<file path="src/hdl/mci_pkg.sv">
package mci_pkg;

  // ********************************
  // timing
  // ********************************
  localparam int CLK_HZ = 40_000_000;
  localparam int CYC_PER_MS = CLK_HZ / 1000;
  localparam int SAFE_HOLD_MS = 200;
  localparam int SAFE_HOLD_CYC = SAFE_HOLD_MS * CYC_PER_MS;
  localparam int CMD_TIMEOUT_MS = 1000;
  localparam int CMD_TIMEOUT_CYC = CMD_TIMEOUT_MS * CYC_PER_MS;

  // ********************************
  // register map (byte addresses)
  // ********************************
  localparam logic [7:0] ADDR_CMD = 8'h00;
  localparam logic [7:0] ADDR_DATA = 8'h04;
  localparam logic [7:0] ADDR_CTRL = 8'h08;
  localparam logic [7:0] ADDR_STATUS = 8'h0c;
  localparam logic [7:0] ADDR_TGT_POS = 8'h10;
  localparam logic [7:0] ADDR_TGT_VEL = 8'h14;
  localparam logic [7:0] ADDR_CUR_POS = 8'h18;
  localparam logic [7:0] ADDR_SCALED = 8'h1c;
  localparam logic [7:0] ADDR_IRQ_STAT = 8'h20;
  localparam logic [7:0] ADDR_IRQ_MASK = 8'h24;

  // ctrl fields
  localparam int CTRL_MODE_LSB = 0;
  localparam int CTRL_SAFE_EN = 4;
  localparam int CTRL_TMO_EN = 5;
  localparam logic [31:0] CTRL_RESET = 32'h0000_0010;
  localparam logic [31:0] CTRL_MASK = 32'h0000_0037;

  // status fields
  localparam int ST_INSTATE_LSB = 0;
  localparam int ST_POS_UNC = 8;
  localparam int ST_DRV_EN = 9;
  localparam int ST_MOTION_OK = 10;
  localparam int ST_ERR_DEEN = 16;
  localparam int ST_ERR_SAFE = 17;
  localparam int ST_ERR_TMO = 18;
  localparam int ST_LAST_OP_LSB = 24;

  // interrupt bits
  localparam int IRQ_W = 4;
  localparam int IRQ_DEEN = 0;
  localparam int IRQ_SAFE = 1;
  localparam int IRQ_TMO = 2;
  localparam int IRQ_UNSUP = 3;

  // ********************************
  // opcodes
  // ********************************
  localparam logic [7:0] OP_TGT_POS = 8'he0;
  localparam logic [7:0] OP_TGT_VEL = 8'he3;
  localparam logic [7:0] OP_HALT_SET = 8'hec;
  localparam logic [7:0] OP_HALT_HOLD = 8'h89;
  localparam logic [7:0] OP_TMO_RST = 8'h8c;
  localparam logic [7:0] OP_DEENERGIZE = 8'h86;
  localparam logic [7:0] OP_ENERGIZE = 8'h85;
  localparam logic [7:0] OP_EXIT_SAFE = 8'h83;
  localparam logic [7:0] OP_ENTER_SAFE = 8'h8f;
  localparam logic [7:0] OP_STEP_MODE = 8'h94;

  localparam logic signed [31:0] VEL_MAX = 32'sd500_000_000;

  // ********************************
  // input states and control modes
  // ********************************
  localparam logic [2:0] IN_NOT_READY = 3'h0;
  localparam logic [2:0] IN_HALT = 3'h2;
  localparam logic [2:0] IN_TGT_POS = 3'h3;
  localparam logic [2:0] IN_TGT_VEL = 3'h4;

  localparam logic [2:0] MODE_HOST = 3'h0;
  localparam logic [2:0] MODE_RC_SPD = 3'h2;
  localparam logic [2:0] MODE_AN_SPD = 3'h4;
  localparam logic [2:0] MODE_ENC_SPD = 3'h6;

  typedef enum logic [3:0] {
    FMT_NONE = 4'b0001,
    FMT_QUICK = 4'b0010,
    FMT_7BIT = 4'b0100,
    FMT_32BIT = 4'b1000
  } mci_fmt_t;

  function automatic mci_fmt_t mci_fmt_of(input logic [7:0] op);
    if (op == OP_TGT_POS || op == OP_TGT_VEL || op == OP_HALT_SET) begin
      return FMT_32BIT;
    end else if (op == OP_STEP_MODE) begin
      return FMT_7BIT;
    end else if (op == OP_HALT_HOLD || op == OP_TMO_RST || op == OP_DEENERGIZE ||
                 op == OP_ENERGIZE || op == OP_EXIT_SAFE || op == OP_ENTER_SAFE) begin
      return FMT_QUICK;
    end
    return FMT_NONE;
  endfunction

  function automatic logic [31:0] mci_merge(input logic [31:0] old, input logic [31:0] wd,
                                            input logic [3:0] be);
    logic [31:0] r;
    r = old;
    for (int i = 0; i < 4; i++) begin
      if (be[i]) begin
        r[i*8 +: 8] = wd[i*8 +: 8];
      end
    end
    return r;
  endfunction

endpackage

</file>
<file path="src/hdl/mci_top.sv">
// The implementer's own choices: the placing of the registers and the Avalon-MM register port.
`timescale 1ns/1ps
// Operation
// - commands are quick, 7-bit, 32-bit or read; no read format is decoded, such opcodes count as unsupported
// - same handling whatever host interface delivered
// - keep input state; value 2 is halt
// - 0xE0 sets target position in host mode
// - 0xE3 sets clamped target velocity in host
// - 0xEC halts, loads position, clears uncertain
// - 0x89 halts abruptly, marks position uncertain
// - 0x8C restarts command timeout when enabled
// - 0x86 disables driver, sets de-energize error
// - de-energized error lights LED, raises error
// - 0x85 clears de-energize, requests driver on
// - energize leaves position uncertain flag set
// - 0x83 in host suppresses safe start 200ms
// - 0x8F in listed modes sets safe start
// - otherwise 0x8F only pulses soft stop
// - speed modes clear safe start at neutral
module mci_top #(
  parameter int SAFE_HOLD_CYC = mci_pkg::SAFE_HOLD_CYC,
  parameter int CMD_TIMEOUT_CYC = mci_pkg::CMD_TIMEOUT_CYC
) (
  // clock and reset
  input wire logic sys_clk,
  input wire logic rst,
  // avalon-mm slave
  input wire logic [7:0] avs_address,
  input wire logic avs_read,
  input wire logic avs_write,
  input wire logic [3:0] avs_byteenable,
  input wire logic [31:0] avs_writedata,
  output logic [31:0] avs_readdata,
  output logic avs_waitrequest,
  // motion side
  input wire logic input_neutral,
  output logic [31:0] target_pos,
  output logic [31:0] target_vel,
  output logic [31:0] cur_pos,
  output logic [2:0] input_state,
  output logic pos_uncertain,
  output logic driver_en,
  output logic motion_ok,
  output logic halt_abrupt,
  output logic soft_stop,
  // indicators
  output logic err_line,
  output logic red_led,
  output logic irq
);

  // ****************************************
  // bus handshake
  // ****************************************
  // one wait state: the request is taken on the edge where done is high
  logic done;
  logic [31:0] data_reg;
  logic [31:0] ctrl;
  logic [31:0] scaled;
  logic [7:0] last_op;
  logic err_deen;
  logic err_safe;
  logic err_tmo;
  logic [mci_pkg::IRQ_W-1:0] irq_stat;
  logic [mci_pkg::IRQ_W-1:0] irq_mask;

  wire req = avs_read | avs_write;
  wire take = req & done;
  wire wr_take = avs_write & done;
  wire rd_take = avs_read & done;

  always_ff @(posedge sys_clk or posedge rst) begin
    if (rst) begin
      done <= 1'b0;
    end else begin
      done <= req & ~done;
    end
  end

  assign avs_waitrequest = req & ~done;

  // ****************************************
  // decode
  // ****************************************
  wire hit_cmd = avs_address == mci_pkg::ADDR_CMD;
  wire hit_data = avs_address == mci_pkg::ADDR_DATA;
  wire hit_ctrl = avs_address == mci_pkg::ADDR_CTRL;
  wire hit_istat = avs_address == mci_pkg::ADDR_IRQ_STAT;
  wire hit_imask = avs_address == mci_pkg::ADDR_IRQ_MASK;

  // every host interface funnels into this single command port
  wire cmd_fire = wr_take & hit_cmd & avs_byteenable[0];
  wire [7:0] op = avs_writedata[7:0];
  mci_pkg::mci_fmt_t fmt;
  assign fmt = mci_pkg::mci_fmt_of(op);
  wire unsupported = cmd_fire & (fmt == mci_pkg::FMT_NONE);

  wire [2:0] mode = ctrl[mci_pkg::CTRL_MODE_LSB +: 3];
  wire safe_en = ctrl[mci_pkg::CTRL_SAFE_EN];
  wire tmo_en = ctrl[mci_pkg::CTRL_TMO_EN];
  wire host = mode == mci_pkg::MODE_HOST;
  wire speed_mode = (mode == mci_pkg::MODE_RC_SPD) | (mode == mci_pkg::MODE_AN_SPD) |
                    (mode == mci_pkg::MODE_ENC_SPD);

  // non-host modes drop motion commands; only last_op records them
  wire do_pos = cmd_fire & (op == mci_pkg::OP_TGT_POS) & host;
  wire do_vel = cmd_fire & (op == mci_pkg::OP_TGT_VEL) & host;
  wire do_hset = cmd_fire & (op == mci_pkg::OP_HALT_SET) & host;
  wire do_hold = cmd_fire & (op == mci_pkg::OP_HALT_HOLD) & host;
  wire do_tmo = cmd_fire & (op == mci_pkg::OP_TMO_RST) & tmo_en;
  wire do_deen = cmd_fire & (op == mci_pkg::OP_DEENERGIZE);
  wire do_en = cmd_fire & (op == mci_pkg::OP_ENERGIZE);
  wire do_exit = cmd_fire & (op == mci_pkg::OP_EXIT_SAFE) & host;
  wire do_enter = cmd_fire & (op == mci_pkg::OP_ENTER_SAFE);
  wire enter_latch = do_enter & safe_en & (host | speed_mode);

  // velocity beyond the legal range is clamped, not rejected
  wire signed [31:0] vel_in = data_reg;
  wire [31:0] vel_clamped = (vel_in > mci_pkg::VEL_MAX) ? mci_pkg::VEL_MAX :
                            (vel_in < -mci_pkg::VEL_MAX) ? -mci_pkg::VEL_MAX : data_reg;

  // ****************************************
  // timers
  // ****************************************
  logic safe_hold;
  logic safe_expire;
  logic tmo_expire;
  logic tmo_run;

  mci_timer u_safe_timer (
    .sys_clk(sys_clk),
    .rst(rst),
    .start(do_exit),
    .cancel(enter_latch),
    .period(32'(SAFE_HOLD_CYC)),
    .active(safe_hold),
    .expire(safe_expire)
  );

  mci_timer u_tmo_timer (
    .sys_clk(sys_clk),
    .rst(rst),
    .start(do_tmo | (tmo_en & ~tmo_run)),
    .cancel(~tmo_en),
    .period(32'(CMD_TIMEOUT_CYC)),
    .active(tmo_run),
    .expire(tmo_expire)
  );

  // ****************************************
  // command state
  // ****************************************
  always_ff @(posedge sys_clk or posedge rst) begin
    if (rst) begin
      data_reg <= 32'h0000_0000;
      ctrl <= mci_pkg::CTRL_RESET;
      last_op <= 8'h00;
    end else begin
      if (wr_take & hit_data) begin
        data_reg <= mci_pkg::mci_merge(data_reg, avs_writedata, avs_byteenable);
      end
      if (wr_take & hit_ctrl) begin
        ctrl <= mci_pkg::mci_merge(ctrl, avs_writedata, avs_byteenable) & mci_pkg::CTRL_MASK;
      end
      if (cmd_fire) begin
        last_op <= op;
      end
    end
  end

  always_ff @(posedge sys_clk or posedge rst) begin
    if (rst) begin
      target_pos <= 32'h0000_0000;
      target_vel <= 32'h0000_0000;
      cur_pos <= 32'h0000_0000;
      scaled <= 32'h0000_0000;
      input_state <= mci_pkg::IN_NOT_READY;
    end else begin
      if (do_pos) begin
        target_pos <= data_reg;
        input_state <= mci_pkg::IN_TGT_POS;
      end
      if (do_vel) begin
        target_vel <= vel_clamped;
        input_state <= mci_pkg::IN_TGT_VEL;
      end
      if (do_hset | do_hold) begin
        input_state <= mci_pkg::IN_HALT;
        scaled <= 32'h0000_0000;
        target_vel <= 32'h0000_0000;
      end
      if (do_hset) begin
        cur_pos <= data_reg;
        target_pos <= data_reg;
      end
    end
  end

  // uncertain flag: only halt-and-set clears it; energize does not touch it
  wire next_pos_unc = do_hset ? 1'b0 : (pos_uncertain | do_hold | do_deen);

  always_ff @(posedge sys_clk or posedge rst) begin
    if (rst) begin
      pos_uncertain <= 1'b1;
      driver_en <= 1'b1;
      err_deen <= 1'b0;
    end else begin
      pos_uncertain <= next_pos_unc;
      if (do_deen) begin
        driver_en <= 1'b0;
        err_deen <= 1'b1;
      end else if (do_en) begin
        driver_en <= 1'b1;
        err_deen <= 1'b0;
      end
    end
  end

  // ****************************************
  // safe start and timeout errors
  // ****************************************
  // set wins over every clear path
  wire safe_clear = safe_expire | (speed_mode & input_neutral);
  wire next_err_safe = enter_latch | (err_safe & ~safe_clear);
  wire next_err_tmo = tmo_expire | (err_tmo & ~do_tmo);

  always_ff @(posedge sys_clk or posedge rst) begin
    if (rst) begin
      err_safe <= 1'b0;
      err_tmo <= 1'b0;
    end else begin
      err_safe <= next_err_safe;
      err_tmo <= next_err_tmo;
    end
  end

  // during the hold window the latched violation is masked
  wire safe_eff = err_safe & ~safe_hold;
  wire any_err = err_deen | safe_eff | err_tmo;

  assign err_line = any_err;
  assign red_led = any_err;
  assign motion_ok = driver_en & ~any_err;

  always_ff @(posedge sys_clk or posedge rst) begin
    if (rst) begin
      halt_abrupt <= 1'b0;
      soft_stop <= 1'b0;
    end else begin
      halt_abrupt <= do_hset | do_hold | do_deen;
      soft_stop <= do_enter | tmo_expire;
    end
  end

  // ****************************************
  // interrupts
  // ****************************************
  wire [mci_pkg::IRQ_W-1:0] irq_ev = {unsupported, tmo_expire, enter_latch, do_deen};
  wire [mci_pkg::IRQ_W-1:0] irq_w1c = (wr_take & hit_istat) ?
                                      avs_writedata[mci_pkg::IRQ_W-1:0] : '0;

  always_ff @(posedge sys_clk or posedge rst) begin
    if (rst) begin
      irq_stat <= '0;
      irq_mask <= '0;
    end else begin
      irq_stat <= (irq_stat & ~irq_w1c) | irq_ev;
      if (wr_take & hit_imask) begin
        irq_mask <= avs_writedata[mci_pkg::IRQ_W-1:0];
      end
    end
  end

  assign irq = |(irq_stat & irq_mask);

  // ****************************************
  // read mux
  // ****************************************
  logic [31:0] status_word;
  logic [31:0] rd_mux;

  always_comb begin
    status_word = 32'h0000_0000;
    status_word[mci_pkg::ST_INSTATE_LSB +: 3] = input_state;
    status_word[mci_pkg::ST_POS_UNC] = pos_uncertain;
    status_word[mci_pkg::ST_DRV_EN] = driver_en;
    status_word[mci_pkg::ST_MOTION_OK] = motion_ok;
    status_word[mci_pkg::ST_ERR_DEEN] = err_deen;
    status_word[mci_pkg::ST_ERR_SAFE] = safe_eff;
    status_word[mci_pkg::ST_ERR_TMO] = err_tmo;
    status_word[mci_pkg::ST_LAST_OP_LSB +: 8] = last_op;
  end

  always_comb begin
    unique case (avs_address)
      mci_pkg::ADDR_CMD: rd_mux = {24'h00_0000, last_op};
      mci_pkg::ADDR_DATA: rd_mux = data_reg;
      mci_pkg::ADDR_CTRL: rd_mux = ctrl;
      mci_pkg::ADDR_STATUS: rd_mux = status_word;
      mci_pkg::ADDR_TGT_POS: rd_mux = target_pos;
      mci_pkg::ADDR_TGT_VEL: rd_mux = target_vel;
      mci_pkg::ADDR_CUR_POS: rd_mux = cur_pos;
      mci_pkg::ADDR_SCALED: rd_mux = scaled;
      mci_pkg::ADDR_IRQ_STAT: rd_mux = {28'h000_0000, irq_stat};
      mci_pkg::ADDR_IRQ_MASK: rd_mux = {28'h000_0000, irq_mask};
      default: rd_mux = 32'h0000_0000;
    endcase
  end

  always_ff @(posedge sys_clk or posedge rst) begin
    if (rst) begin
      avs_readdata <= 32'h0000_0000;
    end else if (avs_read & ~done) begin
      avs_readdata <= rd_mux;
    end
  end

  // ****************************************
  // checks
  // ****************************************
  AST_POS_HOST: assert property (@(posedge sys_clk) disable iff (rst)
    (cmd_fire && op == mci_pkg::OP_TGT_POS && !host) |=> $stable(target_pos))
    else $error("target position changed outside host mode");
  AST_VEL_LIMIT: assert property (@(posedge sys_clk) disable iff (rst)
    ($signed(target_vel) <= mci_pkg::VEL_MAX) && ($signed(target_vel) >= -mci_pkg::VEL_MAX))
    else $error("target velocity out of range");
  AST_HSET: assert property (@(posedge sys_clk) disable iff (rst)
    do_hset |=> (cur_pos == $past(data_reg)) && !pos_uncertain && input_state == 3'h2
                && scaled == 32'h0000_0000 && halt_abrupt)
    else $error("halt and set position incomplete");
  AST_HOLD: assert property (@(posedge sys_clk) disable iff (rst)
    do_hold && !do_hset |=> pos_uncertain && input_state == 3'h2 && halt_abrupt)
    else $error("halt and hold incomplete");
  AST_DEEN: assert property (@(posedge sys_clk) disable iff (rst)
    do_deen |=> !driver_en && err_deen && pos_uncertain ##0 err_line)
    else $error("de-energize incomplete");
  AST_ERR_LINE: assert property (@(posedge sys_clk) disable iff (rst)
    err_deen |-> err_line && red_led)
    else $error("error line low while de-energized");
  AST_ENERGIZE: assert property (@(posedge sys_clk) disable iff (rst)
    do_en |=> driver_en && !err_deen && (motion_ok == !(safe_eff || err_tmo)))
    else $error("energize incomplete");
  AST_UNC_KEEP: assert property (@(posedge sys_clk) disable iff (rst)
    do_en && pos_uncertain && !do_hset |=> pos_uncertain)
    else $error("energize cleared uncertain flag");
  AST_EXIT_HOLD: assert property (@(posedge sys_clk) disable iff (rst)
    // a back-to-back 0x8f may cancel the hold from the fifth cycle on
    do_exit |=> (safe_hold && !safe_eff) [*4])
    else $error("safe start not suppressed after exit");
  AST_ENTER: assert property (@(posedge sys_clk) disable iff (rst)
    enter_latch |=> err_safe && soft_stop)
    else $error("enter safe start did not latch");
  AST_ENTER_NOP: assert property (@(posedge sys_clk) disable iff (rst)
    do_enter && !enter_latch && !err_safe |=> soft_stop && !err_safe)
    else $error("enter safe start had lasting effect");
  AST_NEUTRAL: assert property (@(posedge sys_clk) disable iff (rst)
    err_safe && speed_mode && input_neutral && !enter_latch |=> !err_safe)
    else $error("safe start kept at neutral");
  AST_TMO_RST: assert property (@(posedge sys_clk) disable iff (rst)
    do_tmo |=> !tmo_expire [*2])
    else $error("command timeout fired after refresh");
  AST_ONE_WAIT: assert property (@(posedge sys_clk) disable iff (rst)
    $rose(req) |-> avs_waitrequest ##1 !avs_waitrequest)
    else $error("bus answer not after one wait state");

endmodule

</file>
<file path="src/hdl/mci_timer.sv">
`timescale 1ns/1ps
module mci_timer (
  // clock and reset
  input wire logic sys_clk,
  input wire logic rst,
  // control
  input wire logic start,
  input wire logic cancel,
  input wire logic [31:0] period,
  // state
  output logic active,
  output logic expire
);

  logic [31:0] count;

  // restart wins over cancel, so a refresh never gets lost
  always_ff @(posedge sys_clk or posedge rst) begin
    if (rst) begin
      count <= 32'h0000_0000;
      expire <= 1'b0;
    end else begin
      expire <= 1'b0;
      if (start) begin
        count <= period;
      end else if (cancel) begin
        count <= 32'h0000_0000;
      end else if (count != 32'h0000_0000) begin
        count <= count - 32'h0000_0001;
        expire <= (count == 32'h0000_0001);
      end
    end
  end

  assign active = (count != 32'h0000_0000);

endmodule

</file>
<file path="config.mk">
export PLATFORM = sky130hd
export DESIGN_NAME = mci_top
export DESIGN_NICKNAME = d
export VERILOG_FILES = /design/src/hdl/mci_pkg.sv /design/src/hdl/mci_top.sv /design/src/hdl/mci_timer.sv
export SDC_FILE = /design/constraint.sdc
export NUM_CORES = 1
export LEC_CHECK = 0
export BUFFER_PORTS_ARGS = -buffer_cell sky130_fd_sc_hd__clkbuf_2
export CORE_MARGIN = 2
export CORE_UTILIZATION = 62
export CTS_CLUSTER_DIAMETER = 120
export CTS_CLUSTER_SIZE = 10
export DETAILED_ROUTE_END_ITERATION = 10
export HOLD_SLACK_MARGIN = 0.1
export PLACE_DENSITY = 0.85
export SLEW_MARGIN = 40
export SYNTH_ARGS = -nofsm -noshare
export SYNTH_HDL_FRONTEND = slang
export SYNTH_HIERARCHICAL = 1
export SYNTH_SLANG_ARGS = --single-unit
</file>
<file path="constraint.sdc">
create_clock -name sys_clk -period 10.4 [get_ports sys_clk]
set_input_delay 1.04 -clock sys_clk [delete_from_list [all_inputs] [get_ports sys_clk]]
set_output_delay 1.04 -clock sys_clk [all_outputs]
set_load 0.05 [all_outputs]
</file>
==> results of run 1 <==
==> power by group through the flow <==
stage / Sequential (W) / Clock, W / Combinational (W)
after detailed placement: 0.00107 / 0 / 0.000281
after CTS: 0.00106 / 0.000903 / 0.000284
final: 0.00106 / 0.000889 / 0.000286
after global routing: 0.00106 / 0.000942 / 0.000308
after floorplan: 0.00114 / 0 / 0.000138
after global placement: 0.00107 / 0 / 0.000275
==> worst max path at each step <==
| stage | start | endpoint | slack (ps) | cells past startpoint |
|---|---|---|---|---|
| after CTS | u_safe_timer/count[0] | motion_ok | 5800 | 10 |
| final | u_safe_timer/count[0] | motion_ok | 5780 | 10 |
| after global routing | u_safe_timer/count[1] | motion_ok | 5660 | 10 |
| after detailed placement | avs_writedata[4] | u_tmo_timer/count[19] | 6020 | 12 |
| after floorplan | rst | avs_readdata[0] | 4140 | 1 |
| after global placement | avs_writedata[4] | u_tmo_timer/count[19] | 6050 | 12 |
==> worst max-delay path, delay by kind of cell (launching register included) <==
family / cells / cell delay (ps)
adders and majority gates: 1 / 350
buffers and inverters: 2 / 350
DFF: 1 / 460
and+or+nand+nor: 7 / 1860
==> synth_stat cells, types with 16 or more instances <==
| cell type | number |
|---|---|
| a22oi_1 | 80 |
| a31oi_1 | 17 |
| clkbuf_1 | 54 |
| dfrtp_1 | 255 |
| inv_1 | 19 |
| mux2_2 | 107 |
| nand2_1 | 153 |
| nand3_1 | 24 |
| nand4_1 | 16 |
| nor2_1 | 79 |
| nor3_1 | 26 |
| o21ai_0 | 37 |
| o21ai_1 | 30 |
| or4_1 | 21 |
| xnor2_1 | 19 |
==> per-layer routing <==
metal,GRT usage,up-vias
met1,0.451,5561
li1,-,5036
met3,0.0555,93
met2,0.540,599
met4,0.131,0
met5,0,-
==> kinds of logic after synthesis <==
kind of cell / after synthesis / share of synthesized area
XOR/XNOR: 31 / 0.0207
flip-flops: 258 / 0.493
AO/OA/AOI/OAI: 293 / 0.161
other: 2 / 0.000573
AND/OR/NAND/NOR: 440 / 0.182
multiplexers: 121 / 0.106
adder cells (fa/ha/maj): 5 / 0.00477
buffers and inverters: 96 / 0.0335
==> final cells by class <==
| class | count | area [µm²] | area share |
|---|---|---|---|
| clock inverter | 1 | 8.76 | 0.000575 |
| multi-input combinational | 954 | 6510 | 0.427 |
| tap | 275 | 344 | 0.0226 |
| inverter | 19 | 78.8 | 0.00517 |
| timing repair buffer | 202 | 1050 | 0.0691 |
| sequential | 258 | 6460 | 0.424 |
| clock buffer | 41 | 781 | 0.0513 |
==> metrics by stage <==
step | utilization | hold slack (ps)
3_5_place_dp | 0.690 | 479
2_1_floorplan | - | 453
4_1_cts | 0.728 | 485
6_report | 0.729 | 482
3_3_place_gp | 0.689 | 470
5_1_grt | 0.729 | 512
==> qor.yml, run 1 <==
num_rows: 53
fmax_mhz: 216
synth_cell_type_count: 81
io_pins: 189
dp.cells: 1708
wirelength_um: 37400
end_kind: "output port"
setup_viol: 0
clk_pin_slew_worst_paths_ps: 60
drv_slew: 0
grt_pass1_wl_um: 58800
cpPeakStageDelay_ps: 540
first_pass_iters: 5
start_util: 0.628
net-switching-power_w: 0.000610
hold_violations: 0
dpl.hpwl_um: 25100
seqPwrFrac: 0.474
area_growth_syn_to_layout_pct: 16.1
grt_pass1_vias: 10800
placed_area_um2: 14400
power.share.combinational: 0.128
finalWorstSetupSlack_ps: 5780
fin_nets: 1518
post_cts_resize_count: 0
antenna_found_initial: 0
htreeDepth: 1
gp_congestion: 0.948
p_per_area_nw_per_um2: 147
path_max_fanout: 9
design_area_um2: 15200
port_buffers: 188
synth_edf_count: 0
hold_start: "u_tmo_timer/expire"
relSlewSlack: 0.408
fin_crit_ps: 4620
min_to: "err_tmo"
core_area_um2: 20900
drt-met1-wl_um: 14800
final_cell_mix: "dfrtp_1, clkbuf_2, nand2_1"
top_layer_used: "met4"
postCtsSetupBuffers: 0
drive_gt1_frac: 0.275
maxCapViolations: 0
clockPowerShare: 0.398
fp.dieW_um: 149
fillers: 1468
clock_sinks: 258
holdPathStages: 1
status: "finished clean"
clkLatencyLatePin_ps: 540
finalCritPeriodShare: 0.444
ff2ff_setup_slack_ps: 6680
rsz0062_at_grt: "no"
cts_tree: "yes"
syn_avg_cell_area_um2: 10.5
clock-root-buffer: "clkbuf_16"
worstPathRequired_ps: 9360
vdd_drop_max_mv: 0.106
r2r_end: "u_tmo_timer/count[19]"
switching_share: 0.273
tns_ps: 0
syn_area_um2: 13100
vias: 11300
skew_ps: 18.5
p_int_w: 0.00162
vias_per_cell: 6.45
dp_slack_ps: 6020
ys_ff_latch: 258
r2r-start: "u_tmo_timer/count[0]"
die_h_um: 149
wl_met3_um: 3280
grt_max_degree: 108
grt_usage: 0.333
drt-initial-drc-count: 991
hold_class: "reg -> reg"
synth_flop_cell: "dfrtp_1"
antenna_left: 0
cts_made_buffers: 29
wl_per_cell_um: 21.4
drc: 0
crit_type: "reg -> out"
dieArea_um2: 22300
yosysWarnings: 6
synth_seq_area_share: 0.493
met2_wirelength_um: 18000
clock_path_buffers: 3
power.total_w: 0.00223
synth_top_area_cell: "dfrtp_1"
arrival_ps: 3580
timing.critical_path.cells: "inv_1, ha_1, or3b_2, or4_1, nor2_1, nand2_1, nor2b_1, nor3_1, and2_1, clkbuf_2"
final_common_cell: "dfrtp_1"
slowest_stage: "or4_1"
globalRouteOverflowTotal: 0
n_antenna_cell: 0
leakage_nw: 7.22
ys_top_cells_by_area: "dfrtp_1, mux2_2, a22oi_1"
async_flop_share: 1.00
max_slew.worst_pin.slew_ps: 880
final_cells: 1750
syn-instance-count: 1246
startpoint_type: "flop"
rr_worst_depth: 13
yosys.area.top_type_share: 0.487
hold_buffers: 0
Power figures use the tool's default switching activity.
==> run 2: changes to the inputs <==
Settings changed: CORE_UTILIZATION 62 to 52, PLACE_DENSITY 0.85 to 0.76.
Clock period 10.4 ns to 4.1 ns, I/O delays scaled along.
==> qor.yml, run 2 (synthesized netlist as in run 1, its figures left out) <==
ff2ff_setup_slack_ps: 870  # was 6680 ps
area_growth_syn_to_layout_pct: 17.8  # was 16.1%
arrival_ps: 3490  # was 3580 ps
crit_buf_inv: 2  # unchanged
leakage_nw: 7.31  # was 7.22 nW
fin_crit_ps: 3900
fp.dieW_um: 163  # was 149 µm
r2r_end: "u_tmo_timer/count[31]"  # was u_tmo_timer/count[19]
clock_path_buffers: 3  # unchanged
seqPwrFrac: 0.472  # was 0.474
hold_violations: 0  # unchanged
rsz0062_at_grt: "no"  # unchanged
switching_share: 0.272  # was 0.273
p_int_w: 0.00413  # was 0.00162 W
wirelength_um: 37900  # was 37400 µm
dpl.hpwl_um: 26000  # was 25100 µm
n_antenna_cell: 0  # unchanged
dp_slack_ps: 841  # was 6020 ps
first_pass_iters: 5  # unchanged
num_rows: 58  # was 53
skew_ps: 11.4  # was 18.5 ps
fmax_mhz: 257
slowest_stage: "or4_1"  # unchanged
power.share.combinational: 0.130  # was 0.128
io_pins: 189  # unchanged
cpPeakStageDelay_ps: 530  # was 540 ps
fillers: 2088  # was 1468
crit_cells: 10  # unchanged
vias_per_cell: 6.15  # was 6.45
power.total_w: 0.00568  # was 0.00223 W
clock_sinks: 258  # unchanged
final_cell_mix: "dfrtp_1, clkbuf_2, nand2_1"  # unchanged
antenna_found_initial: 1  # was 0
p_per_area_nw_per_um2: 367  # was 147 nW/µm²
port_buffers: 188  # unchanged
maxCapViolations: 0  # unchanged
htreeDepth: 1  # unchanged
antenna_left: 0  # unchanged
grt_usage: 0.284  # was 0.333
vdd_drop_max_mv: 0.297  # was 0.106 mV
critPathTopFamily: "simple AND/OR/NAND/NOR gates"  # unchanged
end_kind: "output port"  # unchanged
cts_made_buffers: 29  # unchanged
min_to: "data_reg[28]"  # was err_tmo
grt_max_degree: 91  # was 108
relSlewSlack: 0.419  # was 0.408
clk_pin_slew_worst_paths_ps: 60  # about the same
post_cts_resize_count: 0  # unchanged
hold_start: "avs_writedata[28]"  # was u_tmo_timer/expire
die_h_um: 163  # was 149 µm
tns_ps: 0  # unchanged
start_util: 0.525  # was 0.628
net-switching-power_w: 0.00154  # was 0.000610 W
fin_nets: 1532  # was 1518
holdPathStages: 2  # was 1
rr_worst_depth: 11  # was 13
dieArea_um2: 26500  # was 22300 µm²
clkLatencyLatePin_ps: 530  # was 540 ps
clockPowerShare: 0.398  # about the same
drc: 0  # unchanged
vias: 11200  # was 11300
status: "finished clean"  # unchanged
r2r-start: "u_tmo_timer/count[0]"  # unchanged
drt-initial-drc-count: 1180  # was 991
drv_slew: 0  # unchanged
final_common_cell: "dfrtp_1"  # unchanged
finalWorstSetupSlack_ps: 201  # was 5780 ps
grt_pass1_wl_um: 60000  # was 58800 µm
crit_type: "reg -> out"  # unchanged
startpoint_type: "flop"  # unchanged
grt_pass1_vias: 10700  # was 10800
timing.critical_path.cells: "inv_1, ha_1, or3b_2, or4_1, nor2_1, nand2_1, nor2b_1, nor3_1, and2_1, clkbuf_2"  # unchanged
finalCritPeriodShare: 0.951
max_slew.worst_pin.slew_ps: 865  # was 880 ps
globalRouteOverflowTotal: 0  # unchanged
setup_viol: 0  # unchanged
clock-root-buffer: "clkbuf_16"  # unchanged
cts_tree: "yes"  # unchanged
worstPathRequired_ps: 3690  # was 9360 ps
wl_per_cell_um: 20.8  # was 21.4 µm
core_area_um2: 25000  # was 20900 µm²
drive_gt1_frac: 0.277  # was 0.275
path_max_fanout: 9  # unchanged
hold_class: "in -> reg"  # was reg -> reg
gp_congestion: 0.919  # was 0.948
[run 2: changes by cell type in the layout (fill, tap and decap cells not counted), moves of 2 or more]
cell,change
nor4b_2,-2
buf_12,+2
buf_4,+8
buf_16,+3
nor4b_1,+2
[run 2: repair_timing]
item | 4_1_cts | 5_1_grt
hold buffers | 1 | 0
buffers inserted | 0 | 0
hold endpoints to repair | 75 | 0
[run 2: stage by stage]
step                cells  hold WS (ps)  cell area, µm²   util
finish               1819           114           15500  0.619
global route         1819           120           15500  0.619
CTS                  1819           104           15500  0.619
detailed placement   1776           470           14700  0.587
global placement     1772           463           14600  0.583
floorplan            1308           453           13400      -
[run 2: area by class of cell]
cell class	count	area [µm²]	area share
clock buffer	42	785	0.0508
inverter	19	75.1	0.00486
multi-input combinational	954	6480	0.419
sequential	258	6460	0.418
tap	330	413	0.0267
timing repair buffer	216	1250	0.0806
[run 2: layer usage]
layer	vias to the layer above	part of all wire	GRT usage	wire length [µm]
met5	-	0.00034	0	13
met4	2	0.042	0.123	1600
met3	96	0.073	0.0413	2780
met2	525	0.47	0.454	17700
met1	5507	0.42	0.387	15700
li1	5057	-	-	-
[run 2: power by group through the flow]
stage	logic [W]	registers [W]	clock network (W)
6_report	0.000736	0.00268	0.00226
2_1_floorplan	0.000351	0.00289	0
4_1_cts	0.000738	0.00268	0.00229
3_5_place_dp	0.000731	0.00272	0
3_3_place_gp	0.000710	0.00272	0
5_1_grt	0.000800	0.00269	0.00240
[run 2: worst max path at each step]
stage / end / from
after floorplan: red_led / u_safe_timer/count[0]
after global placement: motion_ok / u_safe_timer/count[0]
after detailed placement: motion_ok / u_safe_timer/count[0]
after CTS: motion_ok / u_safe_timer/count[0]
after global routing: motion_ok / u_safe_timer/count[0]
final: motion_ok / u_safe_timer/count[0]
[run 2: worst reg2reg max path, stage by stage, from the launching register on]
cell and delay (ps):
dfrtp_1 450, inv_1 120, ha_1 310, or3b_2 490, or4_1 530, nor2_1 200
nand2_1 90, a21oi_2 180, nor2_1 60, buf_4 210, nand2_1 300, a22oi_1 150
==> run 3: changes to the inputs <==
Settings changed: RECOVER_POWER from default to 50.
==> qor.yml, run 3 (synthesized netlist as in run 1, its figures left out) <==
port_buffers: 188  # unchanged
core_area_um2: 25000  # unchanged
fillers: 2128  # was 2088
start_util: 0.525  # unchanged
fin_nets: 1532  # unchanged
clock_sinks: 258  # unchanged
vias_per_cell: 6.14  # was 6.15
gp_congestion: 0.919  # unchanged
leakage_nw: 7.06  # was 7.31 nW
status: "finished with violations"  # was finished clean
first_pass_iters: 5  # unchanged
crit_type: "reg -> out"  # unchanged
relSlewSlack: -0.648  # was 0.419
drc: 0  # unchanged
wirelength_um: 38000  # was 37900 µm
n_antenna_cell: 0  # unchanged
grt_usage: 0.284  # unchanged
rsz0062_at_grt: "no"  # unchanged
p_per_area_nw_per_um2: 370  # was 367 nW/µm²
hold_violations: 0  # unchanged
skew_ps: 13.0  # was 11.4 ps
maxCapViolations: 4  # was 0
dp_slack_ps: 841  # unchanged
clkLatencyLatePin_ps: 530  # about the same
end_kind: "output port"  # unchanged
wl_per_cell_um: 20.9  # was 20.8 µm
fmax_mhz: 257  # about the same
io_pins: 189  # unchanged
cts_made_buffers: 29  # unchanged
clock-root-buffer: "clkbuf_16"  # unchanged
path_max_fanout: 9  # unchanged
grt_pass1_vias: 10700  # unchanged
worstPathRequired_ps: 3690  # about the same
vdd_drop_max_mv: 0.297  # about the same
drt-initial-drc-count: 1203  # was 1180
grt_max_degree: 91  # unchanged
drive_gt1_frac: 0.230  # was 0.277
vias: 11200  # about the same
hold_class: "in -> reg"  # unchanged
fin_crit_ps: 3900  # about the same
antenna_found_initial: 1  # unchanged
dieArea_um2: 26500  # unchanged
fp.dieW_um: 163  # unchanged
area_growth_syn_to_layout_pct: 16.6  # was 17.8%
dpl.hpwl_um: 26000  # unchanged
grt_pass1_wl_um: 60000  # unchanged
max_slew.worst_pin.slew_ps: 2470  # was 865 ps
final_cell_mix: "dfrtp_1, nand2_1, clkbuf_2"  # was dfrtp_1, clkbuf_2, nand2_1
antenna_left: 0  # unchanged
finalCritPeriodShare: 0.950  # was 0.951
setup_viol: 0  # unchanged
cts_tree: "yes"  # unchanged
tns_ps: 0  # unchanged
final_common_cell: "dfrtp_1"  # unchanged
drv_slew: 216  # was 0
post_cts_resize_count: 0  # unchanged
arrival_ps: 3490  # about the same
globalRouteOverflowTotal: 0  # unchanged
fin_util: 0.612  # was 0.619
startpoint_type: "flop"  # unchanged
die_h_um: 163  # unchanged
violations: "max-capacitance violations, max-slew violations"
num_rows: 58  # unchanged
clk_pin_slew_worst_paths_ps: 60  # about the same
finalWorstSetupSlack_ps: 204  # was 201 ps
clock_path_buffers: 3  # unchanged
htreeDepth: 1  # unchanged
-- run 3: cell types whose count changed in the layout (fill, tap and decap cells not counted), sizes merged --
cell and delta:
buf -6, clkbuf +5, dlymetal6s4s +1
-- run 3: power by group --
group	switching (W)	total [W]	internal (W)
sequential	0.0000607	0.00268	0.00262
clock	0.000964	0.00226	0.00130
combinational	0.000517	0.000714	0.000197
-- run 3: metal layers --
layer	track usage	wire (µm)	vias up
met1	0.387	15900	5502
li1	-	-	5052
met2	0.454	17700	500
met4	0.123	1680	2
met5	0	13	-
met3	0.0413	2750	109
-- run 3: repair_timing --
item	CTS	global route
hold buffers	1	0
buffers inserted	0	0
endpoints found under the hold margin	75	0
-- run 3: metrics by stage --
step	hold WS (ps)	std cells	instance area [µm²]	power [W]
4_1_cts	104	1819	15500	0.00571
3_5_place_dp	470	1776	14700	0.00345
3_3_place_gp	463	1772	14600	0.00343
6_report	110	1819	15300	0.00565
5_1_grt	120	1819	15300	0.00586
2_1_floorplan	453	1308	13400	0.00324
-- run 3: worst max-delay path, stage by stage, from the launching register on --
cell	delay, ps
dfrtp_1	450
inv_1	120
ha_1	300
or3b_2	490
or4_1	530
nor2_1	200
nand2_1	80
nor2b_1	200
nor3_1	130
and2_1	200
clkbuf_2	240
-- run 3: path summary, 6_finish.rpt --
| kind | depth (start not counted) | start | end | slack (ps) |
|---|---|---|---|---|
| hold / removal | 2 | avs_writedata[28] | data_reg[28] | 110 |
| setup reg to reg | 11 | u_tmo_timer/count[0] | u_tmo_timer/count[31] | 870 |
| hold reg to reg | 2 | avs_readdata[3] | avs_readdata[3] | 480 |
| min in group asynchronous | 3 | rst | target_pos[30] | 540 |
| max in group asynchronous | 4 | rst | data_reg[6] | 760 |
| setup / recovery | 10 | u_safe_timer/count[0] | motion_ok | 200 |
-- run 3: area by class of cell --
cell class              instances  area, µm²  area share
well taps                     330        413      0.0270
flip-flops and latches        258       6460       0.423
repair buffers                216       1090      0.0711
multi-input cells             954       6470       0.423
inverters                      19       72.6     0.00475
clock buffers                  42        785      0.0513
